[src/include/ppl_cfg.svh]
// constants for the pixel payload buffer-data loader
`ifndef PPL_CFG_SVH
`define PPL_CFG_SVH
`define PPL_REG_DW 8
`define PPL_DW_W 32
`define PPL_REG_W 256
`define PPL_REGNUM_W 7
`define PPL_LEN_W 6
`define PPL_HDL_W 10
`define PPL_ADDR_W 16
`define PPL_PAD_DATA 256'h0
`define PPL_HDR_LEAD 7'h01
`endif

[src/include/ppl_pkg.sv]
// types for the pixel payload buffer-data loader
`include "ppl_cfg.svh"
package ppl_pkg;
    typedef enum logic [2:0] {
        PPL_SRC_HDR,
        PPL_SRC_PAD,
        PPL_SRC_CONST,
        PPL_SRC_SETUP
    } ppl_src_t;

    typedef struct packed {
        logic [`PPL_REGNUM_W-1:0] hdr_regs;
        logic [`PPL_REGNUM_W-1:0] start_reg;
        logic const_en;
        logic [`PPL_LEN_W-1:0] const_off;
        logic [`PPL_LEN_W-1:0] const_len;
        logic [`PPL_LEN_W-1:0] setup_off;
        logic [`PPL_LEN_W-1:0] setup_len;
        logic [`PPL_HDL_W-1:0] const_handle;
        logic [`PPL_HDL_W-1:0] setup_handle;
    } ppl_cmd_t;

    typedef struct packed {
        logic [`PPL_REGNUM_W-1:0] reg_num;
        ppl_src_t src;
        logic last;
        logic [`PPL_REG_W-1:0] data;
    } ppl_word_t;
endpackage : ppl_pkg

[src/rtl/ppl_loader.sv]
// pixel payload assembler: skips header registers, emits padding, constant and setup registers
`include "ppl_cfg.svh"
module ppl_loader #(
    parameter int REG_W = `PPL_REG_W
) (
    input wire logic ref_clk,
    input wire logic sys_rst,
    input wire ppl_pkg::ppl_cmd_t cmd,
    input wire logic cmd_valid,
    output logic cmd_ready,
    output logic [`PPL_ADDR_W-1:0] rd_addr,
    output logic rd_valid,
    input wire logic rd_ready,
    input wire logic [REG_W-1:0] rd_data,
    input wire logic rd_data_valid,
    output ppl_pkg::ppl_word_t out_word,
    output logic out_valid,
    input wire logic out_ready,
    output logic busy
);
    typedef enum logic [2:0] {
        ST_IDLE,
        ST_HDR,
        ST_PAD,
        ST_CONST,
        ST_SETUP,
        ST_WAIT
    } ppl_st_t;

    function automatic logic [`PPL_ADDR_W-1:0] entry_addr(
        input logic [`PPL_HDL_W-1:0] hdl,
        input logic [`PPL_LEN_W-1:0] off,
        input logic [`PPL_LEN_W-1:0] idx);
        entry_addr = {hdl, off} + {{(`PPL_ADDR_W-`PPL_LEN_W){1'b0}}, idx};
    endfunction : entry_addr

    ppl_st_t st_q, st_d;
    ppl_pkg::ppl_cmd_t cmd_q, cmd_d;
    logic [`PPL_REGNUM_W-1:0] reg_q, reg_d;
    logic [`PPL_LEN_W-1:0] idx_q, idx_d;
    logic [1:0] pend_q, pend_d;
    ppl_pkg::ppl_word_t buf_q [2];
    ppl_pkg::ppl_word_t buf_d [2];
    logic [1:0] cnt_q, cnt_d;
    ppl_pkg::ppl_word_t push_w;
    logic push;
    logic pop;
    logic room;
    logic const_last;
    logic setup_none;
    logic [`PPL_REGNUM_W-1:0] reg_inc;
    logic [`PPL_REGNUM_W-1:0] const_end;

    assign cmd_ready = (st_q == ST_IDLE);
    assign busy = (st_q != ST_IDLE);
    assign out_valid = (cnt_q != 2'h0);
    assign out_word = buf_q[0];
    assign pop = out_valid && out_ready;
    // reserve slots for reads already in flight
    assign room = ({1'b0, cnt_q} + {1'b0, pend_q}) < 3'h2;
    assign setup_none = (cmd_q.setup_len == '0);
    assign const_last = (idx_q == cmd_q.const_len - 6'h01) && setup_none;
    assign reg_inc = reg_q + 7'h01;
    // first register past the constant section; returned reads below it are constant data
    assign const_end = cmd_q.start_reg + (cmd_q.const_en ? {1'b0, cmd_q.const_len} : 7'h00);

    always_comb begin
        st_d = st_q;
        cmd_d = cmd_q;
        reg_d = reg_q;
        idx_d = idx_q;
        pend_d = pend_q;
        rd_valid = 1'b0;
        rd_addr = '0;
        push = 1'b0;
        push_w = '0;
        if (rd_data_valid) begin
            push = 1'b1;
            push_w.data = rd_data;
            push_w.reg_num = reg_q - {5'h0, pend_q};
            push_w.src = (push_w.reg_num < const_end) ? ppl_pkg::PPL_SRC_CONST : ppl_pkg::PPL_SRC_SETUP;
            pend_d = pend_q - 2'h1;
        end
        unique case (st_q)
            ST_IDLE: begin
                if (cmd_valid) begin
                    cmd_d = cmd;
                    reg_d = `PPL_HDR_LEAD;
                    idx_d = '0;
                    st_d = ST_HDR;
                end
            end
            ST_HDR: begin
                // header words are written by the dispatcher; only advance past them
                if (reg_q > cmd_q.hdr_regs) begin
                    st_d = ST_PAD;
                end else begin
                    reg_d = reg_inc;
                end
            end
            ST_PAD: begin
                if (reg_q >= cmd_q.start_reg) begin
                    st_d = (cmd_q.const_en && cmd_q.const_len != '0) ? ST_CONST :
                           (!setup_none ? ST_SETUP : ST_IDLE);
                end else if (room && !rd_data_valid) begin
                    push = 1'b1;
                    push_w.reg_num = reg_q;
                    push_w.src = ppl_pkg::PPL_SRC_PAD;
                    push_w.data = `PPL_PAD_DATA;
                    push_w.last = 1'b0;
                    reg_d = reg_inc;
                end
            end
            ST_CONST: begin
                rd_valid = room;
                rd_addr = entry_addr(cmd_q.const_handle, cmd_q.const_off, idx_q);
                if (room && rd_ready) begin
                    pend_d = pend_d + 2'h1;
                    reg_d = reg_inc;
                    if (idx_q == cmd_q.const_len - 6'h01) begin
                        idx_d = '0;
                        st_d = setup_none ? ST_WAIT : ST_SETUP;
                    end else begin
                        idx_d = idx_q + 6'h01;
                    end
                end
            end
            ST_SETUP: begin
                rd_valid = room;
                rd_addr = entry_addr(cmd_q.setup_handle, cmd_q.setup_off, idx_q);
                if (room && rd_ready) begin
                    pend_d = pend_d + 2'h1;
                    reg_d = reg_inc;
                    if (idx_q == cmd_q.setup_len - 6'h01) begin
                        st_d = ST_WAIT;
                    end else begin
                        idx_d = idx_q + 6'h01;
                    end
                end
            end
            ST_WAIT: begin
                if (pend_d == 2'h0) begin
                    st_d = ST_IDLE;
                end
            end
            default: st_d = ST_IDLE;
        endcase
        // the final read of the payload marks the last word
        if (rd_data_valid && pend_q == 2'h1 && (st_q == ST_WAIT)) begin
            push_w.last = 1'b1;
        end
    end

    always_comb begin
        buf_d = buf_q;
        cnt_d = cnt_q;
        if (pop) begin
            buf_d[0] = buf_q[1];
            cnt_d = cnt_d - 2'h1;
        end
        if (push) begin
            buf_d[cnt_d[0]] = push_w;
            cnt_d = cnt_d + 2'h1;
        end
    end

    always_ff @(posedge ref_clk or posedge sys_rst) begin
        if (sys_rst) begin
            st_q <= ST_IDLE;
            cmd_q <= '0;
            reg_q <= '0;
            idx_q <= '0;
            pend_q <= 2'h0;
            buf_q[0] <= '0;
            buf_q[1] <= '0;
            cnt_q <= 2'h0;
        end else begin
            st_q <= st_d;
            cmd_q <= cmd_d;
            reg_q <= reg_d;
            idx_q <= idx_d;
            pend_q <= pend_d;
            buf_q <= buf_d;
            cnt_q <= cnt_d;
        end
    end

    logic unused_const_last;
    assign unused_const_last = const_last;
endmodule : ppl_loader

[config.mk]
export PLATFORM = sky130hd
export DESIGN_NAME = ppl_loader
export DESIGN_NICKNAME = d
export VERILOG_FILES = /design/src/include/ppl_pkg.sv /design/src/rtl/ppl_loader.sv
export VERILOG_INCLUDE_DIRS = /design/src /design/src/include
export SDC_FILE = /design/constraint.sdc
export NUM_CORES = 1
export LEC_CHECK = 0
export ABC_AREA = 1
export ABC_CLOCK_PERIOD_IN_PS = 32600
export BUFFER_PORTS_ARGS = -buffer_cell sky130_fd_sc_hd__buf_2
export CORE_AREA = 2 2 255 257
export CTS_BUF_LIST = sky130_fd_sc_hd__clkbuf_4 sky130_fd_sc_hd__clkbuf_8
export DETAILED_ROUTE_END_ITERATION = 8
export DIE_AREA = 0 0 257 259
export MAX_ROUTING_LAYER = met4
export PLACE_DENSITY = 0.73
export SLEW_MARGIN = 25
export SYNTH_ARGS = -nofsm -noshare
export SYNTH_HDL_FRONTEND = slang
export SYNTH_SLANG_ARGS = --single-unit
[constraint.sdc]
create_clock -name ref_clk -period 32.6 [get_ports ref_clk]
set_input_delay 4.89 -clock ref_clk [delete_from_list [all_inputs] [get_ports ref_clk]]
set_output_delay 4.89 -clock ref_clk [all_outputs]
set_load 0.1 [all_outputs]
## After elaboration in Yosys (flattened, before gate mapping)

Index checks and enable logic that the tools add are counted.

- Flip-flop bits (word level): 613
- Word-level logic and storage cells: 132

- Multiplexer cells: 48
- Equality and inequality tests: 21
- Magnitude comparators: 6
- Bitwise gates (word level): 1
- $add $sub $neg: 13
- Reductions and logical operators: 21

Operators by type and width:

| kind | count |
|---|---|
| $mux 267 | 5 |
| $bwmux 534 | 1 |
| $mux 534 | 1 |
| $demux 267 s1 | 1 |
| $mux 256 | 1 |
| $mux 6 | 6 |
| $mux 7 | 5 |
| $add 16x6->16 | 2 |
| $pmux 16 s2 | 1 |
| $mux 3 | 10 |
| $pmux 7 s4 | 1 |
| $ne 2x2->1 const B | 12 |
| $pmux 3 s6 | 1 |
| $pmux 6 s3 | 1 |
| $eq 6x6->1 | 2 |
| $sub 6x1->6 const B | 2 |
| $mux 10 | 1 |
| $mux 2 | 5 |
| $mux 1 | 8 |
| $reduce_and 8->1 | 1 |
| $add 7x1->7 const B | 1 |
| $add 7x6->7 | 1 |
| $ge 7x7->1 | 1 |
| $gt 7x7->1 | 1 |
| other kinds (28) | 39 |

## Depth between registers and ports, before layout

Gate-level depths: netlist of the first run.

- Depth after elaboration: 11
- Mapped depth: 18

## Least setup slack after synthesis of the first run

Ideal clock, no wire load.

- Path type: reg-to-output
- Start point: register st_q[0]
- End point: output rd_addr[8]
- Path buffers: 2
- Arrival time: 4531 ps
- Data required time: 27710 ps
- Path slack: 23179 ps
- Stages on the path, launching flop included: 15
- Path through: dfrtp_1 nor2_2 nand2_2 buf_2 clkbuf_1 o21ai_0 ha_1 inv_1 fa_1 inv_1 nand4_1 nand3_1 nand2_1 o21bai_1 nor3b_1

- Cells in the longest elaborated chain, start to end: 2
- Elaborated cells between the ends (all ways): 3
- Those cells by class: 2 x eq/ne; 1 x mux

Ends and longest elaborated chain:

| what | RTL line | RTL |
|---|---|---|
| start: declaration | ppl_loader.sv:37 | `ppl_st_t st_q, st_d;` |
| start signal: assignment | ppl_loader.sv:178 | `st_q <= st_d;` |
| $eq 3x3->1 or $eq 3x2->1 (tied branches) | ppl_loader.sv:84 | `unique case (st_q)` |
| $pmux 16 s2 (*) | ppl_loader.sv:84 |  |
| end: declaration | ppl_loader.sv:11 | `` output logic [`PPL_ADDR_W-1:0] rd_addr, `` |

Every way passes the cells marked *; elsewhere a longest branch is shown, timed or not.

==> run_results.csv, run 1 <==
group,metric,value,unit
detailed_routing,route.vias.total,23030,
floorplanning,die_height,259,µm
setup_path,critPathSlowestCell,"sky130_fd_sc_hd__buf_4",
cells_and_area,final.fill_count,5703,
setup_path,criticalPathCategory,"in -> reg",
setup_path,r2r.worst_path.cells,13,
timing,worst_slew_pin_slew,1.047,ns
setup_path,cell_family_with_the_largest_share_of_critical_path_delay,"buffers and inverters",
floorplanning,die_width,257,µm
synthesis,syn-mean-instance-area,9.388,µm²
detailed_routing,drt_pass1_iterations,5,
clock_tree,cts_tree,"yes",
min_path,worstHoldPathType,"reg -> reg",
setup_path,cp_num_buf_inv,5,
clock_tree,cts-resized-gates,0,
timing,max-slew-margin-rel,0.3020,
synthesis,syn-num-nets,3738,
global_route,grt_pass1_wl,117600,µm
global_route,remaining_global_route_overflow,0,
clock_tree,clock_path_buffers,3,
setup_path,worstReg2RegStart,"cnt_q[1]",
global_route,initial_antenna_violation_count,20,
synthesis,synth_enable_flop_cells,0,
clock_tree,postCtsSetupBuffers,0,
synthesis,async_flop_share,1.000,
synthesis,part_of_the_yosys_area_used_for_sequential_elements,0.4847,
timing,setup_viol_count_final,0,
setup_path,required_arrival_time_at_the_worst_endpoint,33.24,ns
cells_and_area,sequential_cell_area,15340,µm²
synthesis,synth_warnings,0,
cells_and_area,final_cell_count_no_fill,4600,
synthesis,dominantRegCellSynth,"sky130_fd_sc_hd__dfrtp_1",
global_route,grt_start_max_net_pins,178,
outcome,run_status,"finished, final reports clean",
setup_path,crit_path_start_kind,"input port",
clock_tree,clkSlewWorstSetupHoldPaths,0.06,ns
clock_tree,ctsHoldBuffers,0,
clock_tree,clock_insertion_delay_worst_skew,0.72,ns
synthesis,yosys_cell_types,40,
timing,max_freq,108.1,MHz
flow_run,max_cap_viol_count,0,
clock_tree,numCtsBuffers,103,
detailed_routing,detail-route-antenna-nets,0,
timing,final_critical_path_setup_slack,23.35,ns
cells_and_area,layout_area_growth_over_synthesis,11.33,%
floorplanning,initial_utilization,0.4954,
setup_path,rrSetupSlack,26.92,ns
timing,fin_worst_skew,0.05349,ns
placement,placement.io_buffers,607,
synthesis,postSynthCellCount,3371,
detailed_routing,routed_wire_length_per_instance,16.07,µm
setup_path,worstReg2RegEnd,"out_word[190]",
clock_tree,cts_root_buffer,"sky130_fd_sc_hd__clkbuf_8",
detailed_routing,drc_errors,0,
timing,timing.final.crit_share,0.2838,
setup_path,crit_path_end_kind,"flip-flop",
timing,period_needed,9.253,ns
synthesis,netlist_top_cells_area,"sky130_fd_sc_hd__dfrtp_1 48%, sky130_fd_sc_hd__nand2_1 12%, sky130_fd_sc_hd__mux2_2 10%",
global_route,first_global_vias,22250,
clock_tree,clock_tree.htree_level_count,3,
floorplanning,dieArea,66560,µm²
placement,dp.final_hpwl,49400,µm
floorplanning,io-pin-count,608,
detailed_routing,violation_count_after_the_first_detailed_route_iteration,1692,
synthesis,mappedNetlistArea,31650,µm²
min_path,worstHoldPathCells,2,
cells_and_area,area_used_by_multi_input_combinational_logic,12740,µm²
clock_tree,clkSinkCount,613,
floorplanning,placeableCoreArea,63880,µm²
cells_and_area,finalNetCount,4011,
setup_path,worst_path_largest_cell_delay,0.92,ns
timing,finalMaxSlewViolations,0,
detailed_routing,postRouteWirelength,73910,µm
global_route,global_route.usage.total,0.2224,
floorplanning,rows,93,
timing,fin_tns_setup,0,ns
placement,numPlacedInstances,4392,
timing,timing_hold_violations_final,0,
detailed_routing,route.detailed.vias_per_inst,5.006,
setup_path,crit_chain,"buf_2, nand2_4, nand2_1, nand2_1, inv_1, nand2_8, buf_4, buf_4, buf_4, nand2_1, o21ai_2",
placement,gpl.final_weighted_congestion,0.8865,
setup_path,arrival,9.89,ns
synthesis,synth_largest_type_area_fraction,0.4847,
cells_and_area,final_util,0.5515,
timing,grt_setup_unrepaired,"false",
synthesis,synth_top_area_cell,"sky130_fd_sc_hd__dfrtp_1",
cells_and_area,drive_above_1_share,0.3605,
setup_path,critical_path.max_fanout,118,
placement,post-place-ws,22.66,ns
synthesis,synth.ff_latch_count,613,
-- cells by family (layout without fill, tap and decap cells) --
logic type	count (synthesis)	in the layout	share of synthesized area
buffers and inverters	575	929	0.1134
AND/OR/NAND/NOR	1194	1194	0.1473
multiplexers	287	287	0.1021
adder cells (fa/ha/maj)	46	46	0.01914
AO/OA/AOI/OAI	631	631	0.1264
other	0	20	0
flip-flops	613	613	0.4847
XOR/XNOR	25	25	0.006919
-- stage by stage --
stage / hold WS, ns / instance area, µm²
5_1_grt: 0.4971 / 35230
4_1_cts: 0.4811 / 35120
3_3_place_gp: 0.4619 / 32810
3_5_place_dp: 0.4657 / 32810
6_report: 0.4780 / 35230
2_1_floorplan: 0.4451 / 31650
-- worst register-to-register path: stages, from the launching register on --
cell and delay (ns):
sky130_fd_sc_hd__dfrtp_1 0.38, sky130_fd_sc_hd__inv_1 0.10, sky130_fd_sc_hd__ha_1 0.16, sky130_fd_sc_hd__inv_1 0.09, sky130_fd_sc_hd__nand2_4 0.50, sky130_fd_sc_hd__nand2_1 0.12, sky130_fd_sc_hd__nand2_1 0.19, sky130_fd_sc_hd__inv_1 0.24
sky130_fd_sc_hd__nand2_8 0.66, sky130_fd_sc_hd__buf_4 0.91, sky130_fd_sc_hd__buf_4 0.97, sky130_fd_sc_hd__buf_4 0.96, sky130_fd_sc_hd__nand2_1 0.24, sky130_fd_sc_hd__o21ai_2 0.10
-- per-layer routing --
| layer | routed length [µm] | up-vias | part of all wire | global-route usage |
|---|---|---|---|---|
| li1 | - | 11390 | - | - |
| met1 | 31330 | 10850 | 0.42 | 0.2775 |
| met2 | 35680 | 648 | 0.48 | 0.3524 |
| met3 | 4933 | 140 | 0.067 | 0.05448 |
| met4 | 1971 | 0 | 0.027 | 0.08059 |
| met5 | 0 | - | 0 | - |
-- synthesized netlist by cell type, types with 53 or more instances --
cell type / instances
sky130_fd_sc_hd__a21oi_1: 63
sky130_fd_sc_hd__mux2_2: 287
sky130_fd_sc_hd__o21ai_2: 217
sky130_fd_sc_hd__nor2_1: 90
sky130_fd_sc_hd__buf_6: 53
sky130_fd_sc_hd__inv_1: 107
sky130_fd_sc_hd__clkbuf_1: 107
sky130_fd_sc_hd__dfrtp_1: 613
sky130_fd_sc_hd__o21ai_0: 283
sky130_fd_sc_hd__nand2_1: 1029
sky130_fd_sc_hd__o21ai_1: 54
sky130_fd_sc_hd__buf_4: 268
-- layout by cell type, fill, tap and decap left out, types with 6 or more instances in the layout --
cell / n
sky130_fd_sc_hd__nor2_1: 90
sky130_fd_sc_hd__buf_4: 20
sky130_fd_sc_hd__dfrtp_1: 613
sky130_fd_sc_hd__nand4_1: 11
sky130_fd_sc_hd__diode_2: 20
sky130_fd_sc_hd__buf_2: 606
sky130_fd_sc_hd__clkbuf_4: 31
sky130_fd_sc_hd__inv_1: 105
sky130_fd_sc_hd__xor2_1: 19
sky130_fd_sc_hd__clkinv_2: 13
sky130_fd_sc_hd__a31oi_1: 6
sky130_fd_sc_hd__mux2_2: 287
sky130_fd_sc_hd__nand2_1: 1027
sky130_fd_sc_hd__clkbuf_8: 128
sky130_fd_sc_hd__o21ai_2: 217
sky130_fd_sc_hd__o21ai_1: 54
sky130_fd_sc_hd__ha_1: 42
sky130_fd_sc_hd__o21ai_0: 283
sky130_fd_sc_hd__nand3_1: 46
sky130_fd_sc_hd__a21oi_1: 63
sky130_fd_sc_hd__xnor2_1: 6
-- worst max path at each step --
stage | start | endpoint | slack (ns) | cells past startpoint
after detailed placement | out_ready | out_word[156] | 22.66 | 11
after floorplan | sys_rst | async pin | 10.55 | 1
after global placement | out_ready | out_word[151] | 22.69 | 11
final | out_ready | out_word[190] | 23.35 | 11
after global routing | out_ready | out_word[185] | 22.89 | 11
after CTS | out_ready | out_word[190] | 23.42 | 11
-- layout make-up --
class	instances	share of cell area
sequential	613	0.4354
multi-input combinational	2183	0.3617
timing repair buffer	631	0.09319
clock buffer	158	0.05622
tap	855	0.03036
inverter	112	0.01236
clock inverter	28	0.009376
antenna	20	0.001421
Power of run 1 is not shown: default switching activity piles up to over one toggle a cycle in this logic, so the estimate is an artifact.
==> run 2: changes to the inputs <==
--- a/config.mk
+++ b/config.mk
@@ -6,13 +6,13 @@
 export SDC_FILE = /design/constraint.sdc
 export NUM_CORES = 1
 export LEC_CHECK = 0
-export ABC_AREA = 1
-export ABC_CLOCK_PERIOD_IN_PS = 32600
+export ABC_AREA = 0
+export ABC_CLOCK_PERIOD_IN_PS = 8800
 export BUFFER_PORTS_ARGS = -buffer_cell sky130_fd_sc_hd__buf_2
-export CORE_AREA = 2 2 255 257
+export CORE_AREA = 2 2 260 262
 export CTS_BUF_LIST = sky130_fd_sc_hd__clkbuf_4 sky130_fd_sc_hd__clkbuf_8
 export DETAILED_ROUTE_END_ITERATION = 8
-export DIE_AREA = 0 0 257 259
+export DIE_AREA = 0 0 262 264
 export MAX_ROUTING_LAYER = met4
 export PLACE_DENSITY = 0.73
 export SLEW_MARGIN = 25
==> constraint.sdc (replaced) <==
create_clock -name ref_clk -period 8.8 [get_ports ref_clk]
set_input_delay 1.32 -clock ref_clk [delete_from_list [all_inputs] [get_ports ref_clk]]
set_output_delay 1.32 -clock ref_clk [all_outputs]
set_load 0.1 [all_outputs]
==> run 2 against run 1 <==
Against the previous run: register-to-register slack lost 23 ns; synthesized cell count grew 7.9%; synthesized area grew 4.2%; worst setup slack lost 21 ns; final cell count grew 4.2%; clock skew grew 0.00082 ns; first-iteration DRC count grew 71%; cell area grew 3.6%; critical path depth grew 3; largest cell class unchanged.
==> run_results.csv, run 2 <==
group,metric,value,unit
outcome,run_status,"finished, final reports clean",
global_route,initial_antenna_violation_count,33,
setup_path,critical_path.max_fanout,25,
timing,max_freq,164.1,MHz
detailed_routing,violation_count_after_the_first_detailed_route_iteration,2886,
clock_tree,clock_insertion_delay_worst_skew,0.70,ns
cells_and_area,layout_common_cells,"612 x sky130_fd_sc_hd__dfrtp_1, 606 x sky130_fd_sc_hd__buf_2, 324 x sky130_fd_sc_hd__nand2_1",
setup_path,required_arrival_time_at_the_worst_endpoint,7.48,ns
clock_tree,numCtsBuffers,106,
timing,grt_setup_unrepaired,"false",
detailed_routing,postRouteWirelength,91730,µm
detailed_routing,routed_wire_length_per_instance,19.13,µm
synthesis,synth_enable_flop_cells,0,
cells_and_area,drive_above_1_share,0.2394,
floorplanning,io-pin-count,608,
synthesis,syn-mean-instance-area,9.070,µm²
synthesis,yosysMostFrequentCell,"sky130_fd_sc_hd__dfrtp_1",
synthesis,dominantRegCellSynth,"sky130_fd_sc_hd__dfrtp_1",
floorplanning,die_height,264,µm
setup_path,criticalPathCategory,"reg -> out",
floorplanning,die_width,262,µm
floorplanning,initial_utilization,0.4956,
global_route,remaining_global_route_overflow,0,
setup_path,arrival,4.77,ns
setup_path,crit_path_end_kind,"output port",
timing,timing_hold_violations_final,0,
clock_tree,clkSlewWorstSetupHoldPaths,0.06,ns
cells_and_area,finalNetCount,4181,
timing,period_needed,6.092,ns
floorplanning,dieArea,69170,µm²
clock_tree,clock_tree.htree_level_count,3,
synthesis,yosys_cell_types,77,
synthesis,yosys-top-cells-count,"613 x sky130_fd_sc_hd__dfrtp_1, 325 x sky130_fd_sc_hd__nand2_1, 309 x sky130_fd_sc_hd__nor2_1, 298 x sky130_fd_sc_hd__inv_1, 288 x sky130_fd_sc_hd__o21ai_0",
timing,max-slew-margin-rel,0.2558,
synthesis,postSynthCellCount,3637,
timing,timing.final.crit_share,0.6923,
synthesis,synth_warnings,0,
cells_and_area,finalInstanceArea,36500,µm²
timing,worst_slew_pin_slew,1.116,ns
cells_and_area,layout_commonest_cell,"sky130_fd_sc_hd__dfrtp_1",
timing,finalMaxSlewViolations,0,
timing,fin_worst_skew,0.05430,ns
detailed_routing,route.detailed.vias_per_inst,5.765,
synthesis,async_flop_share,1.000,
cells_and_area,final_cell_count_no_fill,4794,
clock_tree,clock_path_buffers,3,
detailed_routing,drt_pass1_iterations,6,
floorplanning,placeableCoreArea,66560,µm²
clock_tree,cts_root_buffer,"sky130_fd_sc_hd__clkbuf_8",
cells_and_area,layout_area_growth_over_synthesis,10.64,%
global_route,grt_pass1_wl,144900,µm
clock_tree,cts-resized-gates,0,
detailed_routing,detail-route-antenna-nets,0,
clock_tree,ctsHoldBuffers,0,
placement,post-place-ws,3.513,ns
synthesis,netlist_top_cells_area,"sky130_fd_sc_hd__dfrtp_1 47%, sky130_fd_sc_hd__buf_4 6.1%, sky130_fd_sc_hd__a2bb2oi_1 4.7%",
synthesis,synth_top_area_cell,"sky130_fd_sc_hd__dfrtp_1",
global_route,first_global_vias,26290,
clock_tree,clkSinkCount,613,
synthesis,synth_largest_type_area_fraction,0.4650,
clock_tree,postCtsSetupBuffers,0,
placement,gpl.final_weighted_congestion,0.8555,
synthesis,syn-num-nets,4004,
flow_run,max_cap_viol_count,0,
min_path,worstHoldPathType,"reg -> reg",
detailed_routing,drc_errors,0,
detailed_routing,route.vias.total,27640,
global_route,global_route.usage.total,0.2653,
timing,final_critical_path_setup_slack,2.708,ns
synthesis,part_of_the_yosys_area_used_for_sequential_elements,0.4650,
global_route,grt_start_max_net_pins,229,
placement,numPlacedInstances,4578,
setup_path,crit_path_start_kind,"flip-flop",
synthesis,synth.ff_latch_count,613,
synthesis,mappedNetlistArea,32990,µm²
timing,setup_viol_count_final,0,
floorplanning,rows,95,
placement,placement.io_buffers,607,
placement,dp.final_hpwl,57150,µm
clock_tree,cts_tree,"yes",
placement,detailed_place.area,34170,µm²
-- run 2: changes by cell type after synthesis, sizes merged, moves of 154 or more --
cell	previous run	this run
a21oi	63	217
a221oi	0	157
nand2	1034	328
a211oi	0	181
o21ai	554	294
a2bb2oi	0	178
nor2	94	312
inv	112	301
mux2	287	55
-- run 2: worst paths after layout --
check	startpoint	end	slack (ns)	cells past startpoint
max in group asynchronous	sys_rst	async pin	6.18	5
max	st_q[2]	rd_addr[12]	2.71	14
min reg2reg	flip-flop	flip-flop	0.51	1
min	flip-flop	flip-flop	0.51	1
min in group asynchronous	sys_rst	async pin	0.67	2
max reg2reg	cnt_q[0]	flip-flop	3.95	11
-- run 2: layout make-up --
type,instances,area [µm²]
diodes,36,90.09
clock buffers,154,1988
clock inverters,25,192.7
fillers,5985,30070
inverters,301,1141
multi-input cells,2157,13270
flip-flops and latches,613,15340
well taps,873,1092
repair buffers,635,3386
-- run 2: cell families (layout without fill, tap and decap cells) --
kind of cell    Yosys count  in the layout  synth area share
other cells               0             36                 0
buf+inv                 867           1115            0.1349
xor+xnor                 52             52           0.01381
simple gates            908            908            0.1183
flops                   613            613            0.4650
compound gates         1090           1090            0.2287
fa+ha+maj                46             46           0.01836
mux                      61             61           0.02097
-- run 2: per-stage QoR --
stage	TNS, ns	utilization	hold slack, ns
6_report	0	0.5483	0.5067
5_1_grt	0	0.5482	0.5336
4_1_cts	0	0.5461	0.5093
3_5_place_dp	0	0.5134	0.4950
3_3_place_gp	0	0.5134	0.4888
2_1_floorplan	-542.55	-	0.4749
-- run 2: worst max-delay path, cell delays in order, from the launching register on --
cell	delay, ns
sky130_fd_sc_hd__dfrtp_1	0.79
sky130_fd_sc_hd__or3b_1	0.42
sky130_fd_sc_hd__buf_4	0.25
sky130_fd_sc_hd__mux2_2	0.26
sky130_fd_sc_hd__ha_1	0.16
sky130_fd_sc_hd__inv_1	0.06
sky130_fd_sc_hd__fa_1	0.41
sky130_fd_sc_hd__nor2b_1	0.15
sky130_fd_sc_hd__o21ai_0	0.11
sky130_fd_sc_hd__a21o_1	0.21
sky130_fd_sc_hd__a21oi_2	0.30
sky130_fd_sc_hd__nand2_1	0.16
sky130_fd_sc_hd__xor2_1	0.16
sky130_fd_sc_hd__o22ai_1	0.16
sky130_fd_sc_hd__buf_2	0.47
-- run 2: metal layers --
layer / share of wire / global-route usage / wire (µm) / vias to the layer above
li1: - / - / - / 12820
met1: 0.43 / 0.3539 / 39120 / 13540
met2: 0.46 / 0.3955 / 42240 / 1065
met3: 0.078 / 0.05239 / 7133 / 211
met4: 0.035 / 0.1104 / 3234 / 0
met5: 0 / - / 0 / -
Power of run 2 is left out for the same reason.
